===== config.mk =====
export PLATFORM = sky130hd
export DESIGN_NAME = cbs_bus_set
export DESIGN_NICKNAME = d
export VERILOG_FILES = /design/src/core/cbs_pkg.sv /design/src/core/cbs_bus_set.sv /design/src/core/cbs_lane.sv
export SDC_FILE = /design/constraint.sdc
export NUM_CORES = 1
export LEC_CHECK = 0
export BUFFER_PORTS_ARGS = -buffer_cell sky130_fd_sc_hd__buf_2
export CAP_MARGIN = 0
export CELL_PAD_IN_SITES_DETAIL_PLACEMENT = 1
export CELL_PAD_IN_SITES_GLOBAL_PLACEMENT = 1
export CORE_AREA = 2 2 242 244
export DETAILED_ROUTE_END_ITERATION = 10
export DIE_AREA = 0 0 244 246
export GPL_ROUTABILITY_DRIVEN = 1
export PLACE_DENSITY_LB_ADDON = 0.05
export SYNTH_ARGS = -nofsm -noshare
export SYNTH_HDL_FRONTEND = slang
export SYNTH_SLANG_ARGS = --single-unit
export TNS_END_PERCENT = 30

===== constraint.sdc =====
create_clock -name sys_clk -period 15.8 [get_ports sys_clk]
set_input_delay 1.58 -clock sys_clk [delete_from_list [all_inputs] [get_ports sys_clk]]
set_output_delay 1.58 -clock sys_clk [all_outputs]
set_load 0.02 [all_outputs]

===== src/core/cbs_pkg.sv =====
// shared widths, encodings and reset values for the internal bus set
package cbs_pkg;
  localparam int unsigned DATA_AW       = 23;
  localparam int unsigned PROG_AW       = 24;
  localparam int unsigned WORD_W        = 16;
  localparam int unsigned COEFF_W       = 32;
  localparam int unsigned CODE_W        = 32;
  localparam int unsigned CODE_BYTES    = 4;
  localparam int unsigned CODE_ALIGN_W  = 2;
  localparam int unsigned DATA_WORD_BYTES = 2;
  localparam logic        RST_VALID     = 1'b0;
  localparam logic [22:0] INT_WORDS_DEF = 23'h010000;

  typedef enum logic [2:0] {
    CBS_RD_IDLE   = 3'b000,
    CBS_RD_SINGLE = 3'b001,
    CBS_RD_DUAL   = 3'b010,
    CBS_RD_COEFF  = 3'b011,
    CBS_RD_QUAD   = 3'b100
  } cbs_rd_kind_t;

  typedef enum logic [1:0] {
    CBS_WR_IDLE   = 2'b00,
    CBS_WR_SINGLE = 2'b01,
    CBS_WR_DUAL   = 2'b10
  } cbs_wr_kind_t;

  typedef enum logic [1:0] {
    CBS_UNIT_PFLOW   = 2'b00,
    CBS_UNIT_ADDR    = 2'b01,
    CBS_UNIT_COMPUTE = 2'b10
  } cbs_unit_t;
endpackage : cbs_pkg


===== src/core/cbs_bus_set.sv =====
// internal bus set: read, write and program buses between the functional units and memory interface
//
// Summary of operation
// - coefficient read data is 32 bits; second and primary read data are 16 bits
// - coefficient data comes from on-chip memory only and goes only to compute unit
// - coefficient access to an off-chip address raises bus error and is not performed
// - quad read uses coefficient, second and primary read buses in one cycle
// - second and primary read data reach program flow, address and compute units
// - dual read uses second and primary buses; single read uses primary only
// - read address buses carry 23-bit word addresses; data returns on matching bus
// - fixed pairing: coefficient, second, and primary address buses serve their data buses
// - every data-space address comes from the address unit
// - program data bus moves 32-bit code units to the decode unit
// - program address bus carries a 24-bit byte address for the fetched code
// - two 16-bit write data buses sourced from program flow, address or compute
// - dual write uses both write data buses; single write uses primary only
// - write address buses carry 23-bit addresses; memory takes the matching data
// - primary write address serves single and dual writes; second addresses second data
// - every transfer to program, data or I/O space passes through memory interface
`timescale 1ns/1ps
module cbs_bus_set
  import cbs_pkg::*;
#(
  parameter logic [DATA_AW-1:0] INT_WORDS = INT_WORDS_DEF
) (
  input  wire logic               sys_clk,
  input  wire logic               reset,
  // read request from the address unit
  input  wire logic [2:0]         au_rd_kind,
  input  wire logic [1:0]         au_rd_dest,
  input  wire logic [DATA_AW-1:0] au_coeff_addr,
  input  wire logic [DATA_AW-1:0] au_second_addr,
  input  wire logic [DATA_AW-1:0] au_primary_addr,
  // write request from the address unit, data from a chosen unit
  input  wire logic [1:0]         au_wr_kind,
  input  wire logic [1:0]         au_wr_src,
  input  wire logic [DATA_AW-1:0] au_wr_primary_addr,
  input  wire logic [DATA_AW-1:0] au_wr_second_addr,
  input  wire logic [WORD_W-1:0]  pf_wr_primary_data,
  input  wire logic [WORD_W-1:0]  pf_wr_second_data,
  input  wire logic [WORD_W-1:0]  au_wr_primary_data,
  input  wire logic [WORD_W-1:0]  au_wr_second_data,
  input  wire logic [WORD_W-1:0]  cu_wr_primary_data,
  input  wire logic [WORD_W-1:0]  cu_wr_second_data,
  // program fetch from the program flow unit
  input  wire logic               pf_fetch_req,
  input  wire logic [PROG_AW-1:0] pf_fetch_addr,
  // memory interface unit side
  output logic                    coeff_read_address_valid,
  output logic [DATA_AW-1:0]      coeff_read_address_bus,
  output logic                    second_read_address_valid,
  output logic [DATA_AW-1:0]      second_read_address_bus,
  output logic                    primary_read_address_valid,
  output logic [DATA_AW-1:0]      primary_read_address_bus,
  input  wire logic               mem_coeff_valid,
  input  wire logic [COEFF_W-1:0] mem_coeff_data,
  input  wire logic               mem_second_valid,
  input  wire logic [WORD_W-1:0]  mem_second_data,
  input  wire logic               mem_primary_valid,
  input  wire logic [WORD_W-1:0]  mem_primary_data,
  output logic                    primary_write_valid,
  output logic [DATA_AW-1:0]      primary_write_address_bus,
  output logic [WORD_W-1:0]       primary_write_data_bus,
  output logic                    second_write_valid,
  output logic [DATA_AW-1:0]      second_write_address_bus,
  output logic [WORD_W-1:0]       second_write_data_bus,
  output logic                    program_read_address_valid,
  output logic [PROG_AW-1:0]      program_read_address_bus,
  input  wire logic               mem_code_valid,
  input  wire logic [CODE_W-1:0]  mem_code_data,
  // core side returns
  output logic                    cu_coeff_valid,
  output logic [COEFF_W-1:0]      coeff_read_data_bus,
  output logic [WORD_W-1:0]       second_read_data_bus,
  output logic [WORD_W-1:0]       primary_read_data_bus,
  output logic                    pf_second_valid,
  output logic                    pf_primary_valid,
  output logic                    au_second_valid,
  output logic                    au_primary_valid,
  output logic                    cu_second_valid,
  output logic                    cu_primary_valid,
  output logic                    decode_code_valid,
  output logic [CODE_W-1:0]       program_read_data_bus,
  output logic                    bus_error
);

  // read decode
  wire logic use_coeff   = (au_rd_kind == CBS_RD_COEFF) || (au_rd_kind == CBS_RD_QUAD);
  wire logic use_second  = (au_rd_kind == CBS_RD_DUAL) || (au_rd_kind == CBS_RD_QUAD);
  wire logic use_primary = (au_rd_kind == CBS_RD_SINGLE) || use_second;

  // off-chip coefficient fetch kills the whole access, not just the coefficient lane
  wire logic coeff_offchip = use_coeff && (au_coeff_addr >= INT_WORDS);
  wire logic rd_allow      = !coeff_offchip;
  wire logic rd_coeff_go   = use_coeff && rd_allow;
  wire logic rd_second_go  = use_second && rd_allow;
  wire logic rd_primary_go = use_primary && rd_allow;

  // write decode and data source selection
  wire logic wr_primary_go = (au_wr_kind == CBS_WR_SINGLE) || (au_wr_kind == CBS_WR_DUAL);
  wire logic wr_second_go  = (au_wr_kind == CBS_WR_DUAL);
  wire logic [WORD_W-1:0] wr_primary_sel =
    (au_wr_src == CBS_UNIT_PFLOW) ? pf_wr_primary_data :
    (au_wr_src == CBS_UNIT_ADDR)  ? au_wr_primary_data :
                                    cu_wr_primary_data;
  wire logic [WORD_W-1:0] wr_second_sel =
    (au_wr_src == CBS_UNIT_PFLOW) ? pf_wr_second_data :
    (au_wr_src == CBS_UNIT_ADDR)  ? au_wr_second_data :
                                    cu_wr_second_data;

  // code arrives in four-byte units, so the two low byte-address bits are dropped
  wire logic [PROG_AW-1:0] fetch_aligned =
    {pf_fetch_addr[PROG_AW-1:CODE_ALIGN_W], {CODE_ALIGN_W{1'b0}}};

  // destination of the outstanding second/primary read; one read in flight at a time
  cbs_unit_t dest_q;
  cbs_unit_t dest_d;
  assign dest_d = rd_second_go || rd_primary_go ? cbs_unit_t'(au_rd_dest) : dest_q;

  wire logic to_pf = (dest_q == CBS_UNIT_PFLOW);
  wire logic to_au = (dest_q == CBS_UNIT_ADDR);
  wire logic to_cu = (dest_q == CBS_UNIT_COMPUTE);

  logic bus_error_q;
  logic pf_second_q;
  logic pf_primary_q;
  logic au_second_q;
  logic au_primary_q;
  logic cu_second_q;
  logic cu_primary_q;

  // destination code 11 matches no unit, so its second and primary returns raise no strobe
  wire logic bus_error_d  = coeff_offchip;
  wire logic pf_second_d  = mem_second_valid && to_pf;
  wire logic pf_primary_d = mem_primary_valid && to_pf;
  wire logic au_second_d  = mem_second_valid && to_au;
  wire logic au_primary_d = mem_primary_valid && to_au;
  wire logic cu_second_d  = mem_second_valid && to_cu;
  wire logic cu_primary_d = mem_primary_valid && to_cu;

  always_ff @(posedge sys_clk or posedge reset) begin
    if (reset) begin
      dest_q <= CBS_UNIT_PFLOW;
    end else begin
      dest_q <= dest_d;
    end
  end

  always_ff @(posedge sys_clk or posedge reset) begin
    if (reset) begin
      bus_error_q <= RST_VALID;
    end else begin
      bus_error_q <= bus_error_d;
    end
  end

  always_ff @(posedge sys_clk or posedge reset) begin
    if (reset) begin
      pf_second_q <= RST_VALID;
    end else begin
      pf_second_q <= pf_second_d;
    end
  end

  always_ff @(posedge sys_clk or posedge reset) begin
    if (reset) begin
      pf_primary_q <= RST_VALID;
    end else begin
      pf_primary_q <= pf_primary_d;
    end
  end

  always_ff @(posedge sys_clk or posedge reset) begin
    if (reset) begin
      au_second_q <= RST_VALID;
    end else begin
      au_second_q <= au_second_d;
    end
  end

  always_ff @(posedge sys_clk or posedge reset) begin
    if (reset) begin
      au_primary_q <= RST_VALID;
    end else begin
      au_primary_q <= au_primary_d;
    end
  end

  always_ff @(posedge sys_clk or posedge reset) begin
    if (reset) begin
      cu_second_q <= RST_VALID;
    end else begin
      cu_second_q <= cu_second_d;
    end
  end

  always_ff @(posedge sys_clk or posedge reset) begin
    if (reset) begin
      cu_primary_q <= RST_VALID;
    end else begin
      cu_primary_q <= cu_primary_d;
    end
  end

  assign bus_error        = bus_error_q;
  assign pf_second_valid  = pf_second_q;
  assign pf_primary_valid = pf_primary_q;
  assign au_second_valid  = au_second_q;
  assign au_primary_valid = au_primary_q;
  assign cu_second_valid  = cu_second_q;
  assign cu_primary_valid = cu_primary_q;

  // coefficient lane: return goes to the compute unit alone
  cbs_lane #(.AW(DATA_AW), .DW(COEFF_W)) u_coeff (
    .sys_clk      (sys_clk),
    .reset        (reset),
    .req_valid    (rd_coeff_go),
    .req_addr     (au_coeff_addr),
    .req_data     ('0),
    .out_valid    (coeff_read_address_valid),
    .out_addr     (coeff_read_address_bus),
    .out_data     (),
    .ret_valid_in (mem_coeff_valid),
    .ret_data_in  (mem_coeff_data),
    .ret_valid    (cu_coeff_valid),
    .ret_data     (coeff_read_data_bus)
  );

  cbs_lane #(.AW(DATA_AW), .DW(WORD_W)) u_second_rd (
    .sys_clk      (sys_clk),
    .reset        (reset),
    .req_valid    (rd_second_go),
    .req_addr     (au_second_addr),
    .req_data     ('0),
    .out_valid    (second_read_address_valid),
    .out_addr     (second_read_address_bus),
    .out_data     (),
    .ret_valid_in (mem_second_valid),
    .ret_data_in  (mem_second_data),
    .ret_valid    (),
    .ret_data     (second_read_data_bus)
  );

  cbs_lane #(.AW(DATA_AW), .DW(WORD_W)) u_primary_rd (
    .sys_clk      (sys_clk),
    .reset        (reset),
    .req_valid    (rd_primary_go),
    .req_addr     (au_primary_addr),
    .req_data     ('0),
    .out_valid    (primary_read_address_valid),
    .out_addr     (primary_read_address_bus),
    .out_data     (),
    .ret_valid_in (mem_primary_valid),
    .ret_data_in  (mem_primary_data),
    .ret_valid    (),
    .ret_data     (primary_read_data_bus)
  );

  cbs_lane #(.AW(DATA_AW), .DW(WORD_W)) u_primary_wr (
    .sys_clk      (sys_clk),
    .reset        (reset),
    .req_valid    (wr_primary_go),
    .req_addr     (au_wr_primary_addr),
    .req_data     (wr_primary_sel),
    .out_valid    (primary_write_valid),
    .out_addr     (primary_write_address_bus),
    .out_data     (primary_write_data_bus),
    .ret_valid_in (1'b0),
    .ret_data_in  ('0),
    .ret_valid    (),
    .ret_data     ()
  );

  cbs_lane #(.AW(DATA_AW), .DW(WORD_W)) u_second_wr (
    .sys_clk      (sys_clk),
    .reset        (reset),
    .req_valid    (wr_second_go),
    .req_addr     (au_wr_second_addr),
    .req_data     (wr_second_sel),
    .out_valid    (second_write_valid),
    .out_addr     (second_write_address_bus),
    .out_data     (second_write_data_bus),
    .ret_valid_in (1'b0),
    .ret_data_in  ('0),
    .ret_valid    (),
    .ret_data     ()
  );

  // program path; no unit reaches memory except through these lanes
  cbs_lane #(.AW(PROG_AW), .DW(CODE_W)) u_program (
    .sys_clk      (sys_clk),
    .reset        (reset),
    .req_valid    (pf_fetch_req),
    .req_addr     (fetch_aligned),
    .req_data     ('0),
    .out_valid    (program_read_address_valid),
    .out_addr     (program_read_address_bus),
    .out_data     (),
    .ret_valid_in (mem_code_valid),
    .ret_data_in  (mem_code_data),
    .ret_valid    (decode_code_valid),
    .ret_data     (program_read_data_bus)
  );

endmodule : cbs_bus_set


===== src/core/cbs_lane.sv =====
// one bus lane: registered request toward memory, registered return toward the core
`timescale 1ns/1ps
module cbs_lane
  import cbs_pkg::*;
#(
  parameter int unsigned AW = 23,
  parameter int unsigned DW = 16
) (
  input  wire logic          sys_clk,
  input  wire logic          reset,
  input  wire logic          req_valid,
  input  wire logic [AW-1:0] req_addr,
  input  wire logic [DW-1:0] req_data,
  output logic               out_valid,
  output logic [AW-1:0]      out_addr,
  output logic [DW-1:0]      out_data,
  input  wire logic          ret_valid_in,
  input  wire logic [DW-1:0] ret_data_in,
  output logic               ret_valid,
  output logic [DW-1:0]      ret_data
);
  always_ff @(posedge sys_clk or posedge reset) begin
    if (reset) begin
      out_valid <= RST_VALID;
      out_addr  <= '0;
      out_data  <= '0;
      ret_valid <= RST_VALID;
      ret_data  <= '0;
    end else begin
      out_valid <= req_valid;
      ret_valid <= ret_valid_in;
      if (req_valid) begin
        out_addr <= req_addr;
        out_data <= req_data;
      end
      if (ret_valid_in) begin
        ret_data <= ret_data_in;
      end
    end
  end
endmodule : cbs_lane


==> impl_metrics.sql, run 1 <==
INSERT INTO impl_metrics (metric_group, metric, value, unit) VALUES
('routing', 'drt_pass1_iterations', '4', ''),
('setup_path', 'timing.critical_path.fanout_max', '82', ''),
('final_layout', 'flow.area_growth_from_synthesis', '41.8', '%'),
('routing', 'final_antenna_net_count', '0', ''),
('setup_path', 'reg2reg_slack', '14540', 'ps'),
('place', 'postPlaceCellArea', '0.0162', 'sq mm'),
('hold_path', 'hold_path_class', 'register to register', ''),
('timing', 'fin_crit_sh', '23.9', '%'),
('routing', 'drt-total-wl', '52400', 'um'),
('place', 'dp_hpwl', '38500', 'um'),
('global_routing', 'grt_first_pass_wirelength', '74900', 'um'),
('logic_synthesis', 'syn-instance-count', '969', ''),
('job', 'number_of_maximum_capacitance_constraint_violations', '0', ''),
('timing', 'timing.fmax', '265', 'MHz'),
('logic_synthesis', 'netlist-cell-type-count', '34', ''),
('floorplanning', 'placement_rows', '88', ''),
('timing', 'setup-violations-final', '0', ''),
('global_routing', 'globalRouteMet2Util', '29.7', '%'),
('pwr', 'pwr_density_cell', '128', 'mW/mm^2'),
('routing', 'detail_route.wl_per_cell', '22.2', 'um'),
('clock_tree', 'clock-root-buffer', 'clkbuf_16', ''),
('final_layout', 'post-route-util', '30.5', '%'),
('logic_synthesis', 'syn-cell-area', '0.0124', 'sq mm'),
('routing', 'drc', '0', ''),
('place', 'gp_congestion', '0.795', ''),
('logic_synthesis', 'yosys_warnings', '0', ''),
('final_layout', 'nNetsFinal', '1912', ''),
('final_layout', 'most-common-layout-cells', '624 x buf_2, 282 x dfrtp_1, 180 x mux2_2, 57 x o21ai_0, 47 x nand3_1', ''),
('final_layout', 'finalInstanceArea', '0.0175', 'sq mm'),
('pwr', 'vdd_drop_max', '58.4', 'uV'),
('outcome', 'run_status', 'finished clean', ''),
('floorplanning', 'chipWidth', '244', 'um'),
('routing', 'post_drt_via_cell_ratio', '4.41', ''),
('setup_path', 'worst-endpoint-arrival', '4200', 'ps'),
('logic_synthesis', 'ys_seq_area_share', '57.1', '%'),
('global_routing', 'use_met1', '18.7', '%'),
('clock_tree', 'clk_path_buf_depth', '3', ''),
('global_routing', 'number_of_antenna_violations_at_the_first_check_in_global_routing', '12', ''),
('global_routing', 'grt_usage', '16.8', '%'),
('routing', 'detail_route.iter0.violations', '375', ''),
('floorplanning', 'fp.coreArea', '0.0574', 'sq mm'),
('setup_path', 'cp.required', '16230', 'ps'),
('final_layout', 'drive_above_1_share', '56.4', '%'),
('timing', 'fin_tns_setup', '0', 'ps'),
('clock_tree', 'cts_repair_resize_count', '0', ''),
('clock_tree', 'clk_pin_slew', '50', 'ps'),
('floorplanning', 'floorplan.io_pins', '629', ''),
('timing', 'slew-limit-headroom', '22.9', '%'),
('place', 'port_buffers', '624', ''),
('clock_tree', 'clkLatencyLatePin', '540', 'ps'),
('hold_path', 'worstHoldStart', 'u_coeff.out_addr[22]', ''),
('setup_path', 'critical_path.startpoint', 'au_rd_kind[1]', ''),
('global_routing', 'global_route.usage.met3', '6.82', '%'),
('pwr', 'power_leakage', '0.00833', 'uW'),
('routing', 'detailroute.via_count', '10400', ''),
('setup_path', 'worst_setup_ep_type', 'register', ''),
('clock_tree', 'tritoncts_num_sinks', '282', ''),
('floorplanning', 'die_h', '246', 'um'),
('logic_synthesis', 'synth-seq-cells', '282', ''),
('final_layout', 'final.fill_count', '6441', ''),
('setup_path', 'worst-setup-path-type', 'input pin to register', ''),
('logic_synthesis', 'synthesized_area_divided_by_synthesized_cell_count', '12.8', 'sq um'),
('global_routing', 'grt_max_degree', '99', ''),
('setup_path', 'cp-start-kind', 'input pin', ''),
('clock_tree', 'postCtsSetupBuffers', '0', ''),
('clock_tree', 'cts-hold-fix-buffers', '0', ''),
('timing', 'fin_worst_hold_slack', '477', 'ps'),
('setup_path', 'r2r_start', 'dest_q[0]', ''),
('floorplanning', 'die_area', '0.0600', 'sq mm'),
('global_routing', 'grt_busiest_layer', 'met2', ''),
('clock_tree', 'cts_buffers', '39', ''),
('clock_tree', 'cts_tree', 'built', ''),
('timing', 'tightest_slew', '1160', 'ps'),
('timing', 'final_hold_viol_count', '0', ''),
('timing', 'post_route_skew', '1.20', 'ps'),
('floorplanning', 'start_util', '21.5', '%'),
('timing', 'rsz0062_at_grt', 'no', ''),
('timing', 'fin_crit', '3780', 'ps'),
('global_routing', 'globalRoute.totalOverflow', '0', ''),
('final_layout', 'layout_commonest_cell', 'buf_2', ''),
('global_routing', 'grt_pass1_vias', '10600', ''),
('timing', 'slew_violations', '0', ''),
('clock_tree', 'clock_tree.htree_level_count', '2', '');
per-stage QoR:
stage | setup slack [ps] | instances | total power [uW]
floorplan | 6440 | 970 | 1130
global placement | 11310 | 2288 | 1340
global route | 11790 | 2357 | 2350
finish | 12020 | 2362 | 2240
detailed placement | 11320 | 2288 | 1350
CTS | 11930 | 2357 | 2290
cell families after synthesis:
kind of cell / share of synthesized area [%]
flops: 57.1
compound gates: 9.77
xor+xnor: 0.0709
buf+inv: 3.16
fa+ha+maj: 0.101
mux: 20.8
simple gates: 9.00
other cells: 0.0303
critical path, stage by stage:
cell and delay [ps]:
buf_2 90, buf_4 320, nor4_4 390, nand2_2 400, or3_1 920, o221a_1 470
cells in the mapped netlist:
| cell | number | area, sq um |
|---|---|---|
| inv_1 | 6 | 22.5 |
| o21ai_1 | 1 | 5.00 |
| nand3_1 | 47 | 235 |
| and2_1 | 7 | 43.8 |
| o21ai_0 | 57 | 285 |
| nor4_4 | 2 | 42.5 |
| mux2i_1 | 32 | 320 |
| buf_6 | 5 | 56.3 |
| mux2_1 | 6 | 67.6 |
| dfrtp_1 | 282 | 7060 |
| a211oi_1 | 25 | 188 |
| buf_1 | 18 | 67.6 |
| nor3b_1 | 27 | 203 |
| a22oi_2 | 1 | 12.5 |
| clkbuf_1 | 53 | 199 |
| buf_2 | 6 | 30.0 |
| xnor2_1 | 1 | 8.76 |
| nand2b_1 | 1 | 6.26 |
| nor4b_4 | 1 | 23.8 |
| nor2b_1 | 26 | 163 |
| nand2_2 | 1 | 6.26 |
| nand2_1 | 33 | 124 |
| o221a_1 | 25 | 282 |
| conb_1 | 1 | 3.75 |
| and3b_1 | 5 | 43.8 |
| nand4_1 | 23 | 144 |
| a32o_1 | 23 | 230 |
| mux2_2 | 180 | 2030 |
| or3_1 | 1 | 6.26 |
| ha_1 | 1 | 12.5 |
| mux2_4 | 10 | 150 |
| nor2_1 | 19 | 71.3 |
| a21oi_1 | 41 | 205 |
| buf_4 | 2 | 15.0 |
state kept, by name, indices dropped and copies added, names as in the netlist, 2 cells and up:
name	count
u_second_wr.out_addr	23
u_primary_rd.ret_data	16
u_program.out_addr	22
u_primary_wr.out_data	16
u_coeff.ret_data	32
u_coeff.out_addr	23
u_second_rd.ret_data	16
dest_q	2
u_program.ret_data	32
u_second_rd.out_addr	23
u_primary_wr.out_addr	23
u_second_wr.out_data	16
u_primary_rd.out_addr	23
final cells by class:
class,instances,area (sq um),area share [%]
repair buffers,637,3220,18.4
inverters,6,30.0,0.171
clock buffers,56,1170,6.68
well taps,765,957,5.46
flip-flops and latches,282,7060,40.3
clock inverters,13,159,0.907
diodes,5,12.5,0.0714
multi-input cells,598,4920,28.1
per-layer routing:
layer | vias to the layer above | share of wire, %
met5 | - | 0.21
met2 | 371 | 51
met1 | 5188 | 37
met4 | 18 | 2.2
met3 | 83 | 9.4
li1 | 4758 | -
worst paths after layout:
kind / cells past startpoint / to
max: 6 / u_primary_rd.out_addr[6]
min: 1 / u_coeff.out_addr[22]
max reg2reg: 4 / dest_q[0]
min reg2reg: 1 / u_coeff.out_addr[22]
max in group asynchronous: 4 / u_primary_wr.out_data[5]
min in group asynchronous: 2 / u_program.ret_data[6]
power breakdown:
| group | switching (uW) | total (uW) | internal, uW |
|---|---|---|---|
| logic | 282 | 463 | 181 |
| registers | 49.4 | 859 | 810 |
| clock network | 350 | 914 | 564 |
| total | 682 | 2240 | 1550 |
(Power assumes the default switching activity.)
==> run 2: changes to the inputs <==
Clock period 15.8 ns to 3.6 ns, I/O delays scaled along.
==> impl_metrics.sql, run 2 (same netlist as run 1, synthesis figures left out) <==
INSERT INTO impl_metrics (metric_group, metric, value, unit) VALUES
('outcome', 'run_status', 'complete, but fails checks', ''),
('outcome', 'violations', 'negative hold slack', ''),
('routing', 'drt_pass1_iterations', '4', ''),
('final_layout', 'top_flop_regs', 'u_coeff.ret_data x32, u_program.ret_data x32', ''),
('job', 'number_of_maximum_capacitance_constraint_violations', '0', ''),
('global_routing', 'grt_pass1_vias', '11100', ''),
('global_routing', 'number_of_antenna_violations_at_the_first_check_in_global_routing', '16', ''),
('clock_tree', 'clock-root-buffer', 'clkbuf_16', ''),
('routing', 'drc', '0', ''),
('final_layout', 'flow.area_growth_from_synthesis', '46.7', '%'),
('routing', 'detail_route.wl_per_cell', '21.8', 'um'),
('pwr', 'pwr_density_cell', '532', 'mW/mm^2'),
('floorplanning', 'die_area', '0.0600', 'sq mm'),
('floorplanning', 'fp.coreArea', '0.0574', 'sq mm'),
('clock_tree', 'clkLatencyLatePin', '540', 'ps'),
('timing', 'fin_worst_hold_slack', '-7.66', 'ps'),
('routing', 'post_drt_via_cell_ratio', '4.42', ''),
('timing', 'slew_violations', '0', ''),
('final_layout', 'final.fill_count', '6451', ''),
('setup_path', 'worst-endpoint-arrival', '2590', 'ps'),
('timing', 'timing.fmax', '460', 'MHz'),
('floorplanning', 'placement_rows', '88', ''),
('floorplanning', 'die_h', '246', 'um'),
('place', 'port_buffers', '624', ''),
('clock_tree', 'clk_pin_slew', '60', 'ps'),
('pwr', 'vdd_drop_max', '295', 'uV'),
('pwr', 'power_leakage', '0.00858', 'uW'),
('setup_path', 'r2r_start', 'dest_q[1]', ''),
('timing', 'tightest_slew', '1020', 'ps'),
('clock_tree', 'cts_buffers', '38', ''),
('pwr', 'share_clk_of_total_power', '39.1', '%'),
('setup_path', 'worst-setup-path-type', 'input pin to register', ''),
('floorplanning', 'start_util', '21.5', '%'),
('floorplanning', 'floorplan.io_pins', '629', ''),
('final_layout', 'finalInstanceArea', '0.0181', 'sq mm'),
('pwr', 'power.switching_fraction', '31.0', '%'),
('setup_path', 'worst_r2r_endpoint', 'dest_q[1]', ''),
('final_layout', 'layout_commonest_cell', 'buf_2', ''),
('timing', 'fin_tns_setup', '0', 'ps'),
('routing', 'detail_route.iter0.violations', '480', ''),
('clock_tree', 'cts-hold-fix-buffers', '64', ''),
('clock_tree', 'clk_path_buf_depth', '3', ''),
('setup_path', 'reg2reg_depth', '4', ''),
('clock_tree', 'tritoncts_num_sinks', '282', ''),
('floorplanning', 'chipWidth', '244', 'um'),
('final_layout', 'nNetsFinal', '1981', ''),
('clock_tree', 'cts_repair_resize_count', '0', ''),
('clock_tree', 'clock_tree.htree_level_count', '2', ''),
('timing', 'setup-violations-final', '0', ''),
('timing', 'fin_crit', '2170', 'ps'),
('timing', 'slew-limit-headroom', '32.1', '%'),
('pwr', 'switchingPower', '2990', 'uW'),
('timing', 'postLayoutSetupSlackWorst', '1430', 'ps'),
('global_routing', 'grt_first_pass_wirelength', '76000', 'um'),
('timing', 'post_route_skew', '2.16', 'ps'),
('global_routing', 'grt_max_degree', '132', ''),
('timing', 'final_hold_viol_count', '2', ''),
('final_layout', 'most-common-layout-cells', '624 x buf_2, 282 x dfrtp_1, 180 x mux2_2, 64 x dlygate4sd3_1, 57 x o21ai_0', ''),
('place', 'dp_hpwl', '38700', 'um'),
('routing', 'final_antenna_net_count', '0', ''),
('place', 'worst_setup_slack_post_dpl', '872', 'ps'),
('global_routing', 'globalRoute.totalOverflow', '0', ''),
('global_routing', 'grt_usage', '16.9', '%'),
('routing', 'drt-total-wl', '53000', 'um'),
('place', 'gp_congestion', '0.814', ''),
('routing', 'detailroute.via_count', '10800', ''),
('place', 'postPlaceCellArea', '0.0162', 'sq mm'),
('setup_path', 'cp.required', '4020', 'ps'),
('pwr', 'cell_internal_pwr', '6650', 'uW'),
('pwr', 'p_comb_share', '21.7', '%'),
('clock_tree', 'postCtsSetupBuffers', '0', ''),
('timing', 'fin_crit_sh', '60.4', '%'),
('final_layout', 'drive_above_1_share', '54.2', '%'),
('setup_path', 'worst_setup_ep_type', 'register', ''),
('setup_path', 'timing.critical_path.fanout_max', '81', ''),
('setup_path', 'cp-start-kind', 'input pin', ''),
('timing', 'rsz0062_at_grt', 'no', ''),
('clock_tree', 'cts_tree', 'built', ''),
('hold_path', 'hold_path_class', 'input pin to async pin', ''),
('setup_path', 'reg2reg_slack', '2360', 'ps'),
('pwr', 'sequentialPowerShare', '39.1', '%');
-- run 2: power groups by stage --
stage               registers [uW]  logic [uW]  clock network, uW
finish                        3770        2090               3770
global route                  3840        2250               4070
CTS                           3780        2140               3950
detailed placement            3830        2080                  0
global placement              3810        2060                  0
floorplan                     4300         667                  0
-- run 2: cell type report --
cell class,instances,area (sq um),share of cell area (%)
Inverter,6,26.3,0.145
Multi-Input combinational cell,598,4920,27.1
Timing Repair Buffer,707,3930,21.7
Clock buffer,57,1130,6.24
Clock inverter,12,104,0.573
Sequential cell,282,7060,38.9
Antenna cell,4,10.0,0.0552
Tap cell,765,957,5.28
-- run 2: how the worst max path moves through the flow --
stage | startpoint | end | slack, ps | depth (start not counted)
3_3_place_gp | au_rd_kind[1] | u_coeff.out_addr[14] | 900 | 8
6_report | au_rd_kind[1] | u_coeff.out_addr[14] | 1430 | 8
2_1_floorplan | reset | au_primary_valid | -500 | 1
4_1_cts | au_rd_kind[1] | u_coeff.out_addr[14] | 1470 | 8
3_5_place_dp | au_rd_kind[1] | u_coeff.out_addr[14] | 870 | 8
5_1_grt | au_rd_kind[1] | u_coeff.out_addr[13] | 1300 | 8
-- run 2: worst max-delay path, cell delays in order --
cell	delay, ps
buf_2	110
buf_4	610
nor2_1	90
buf_4	270
a21oi_1	210
nand2b_1	120
buf_4	330
mux2_1	360
-- run 2: routing by layer --
layer	global-route usage, %	vias up	part of all wire (%)
li1	-	4872	-
met1	19.5	5402	39
met2	29.6	368	50
met3	5.64	90	7.6
met4	5.13	18	2.7
met5	0	-	0.23
-- run 2: metrics by stage --
step           total power, uW  util (%)  cells
2_1_floorplan             4960         -    970
3_3_place_gp              5880      28.3   2294
3_5_place_dp              5910      28.3   2294
4_1_cts                   9870      31.6   2427
5_1_grt                  10200      31.6   2427
6_report                  9640      31.6   2431
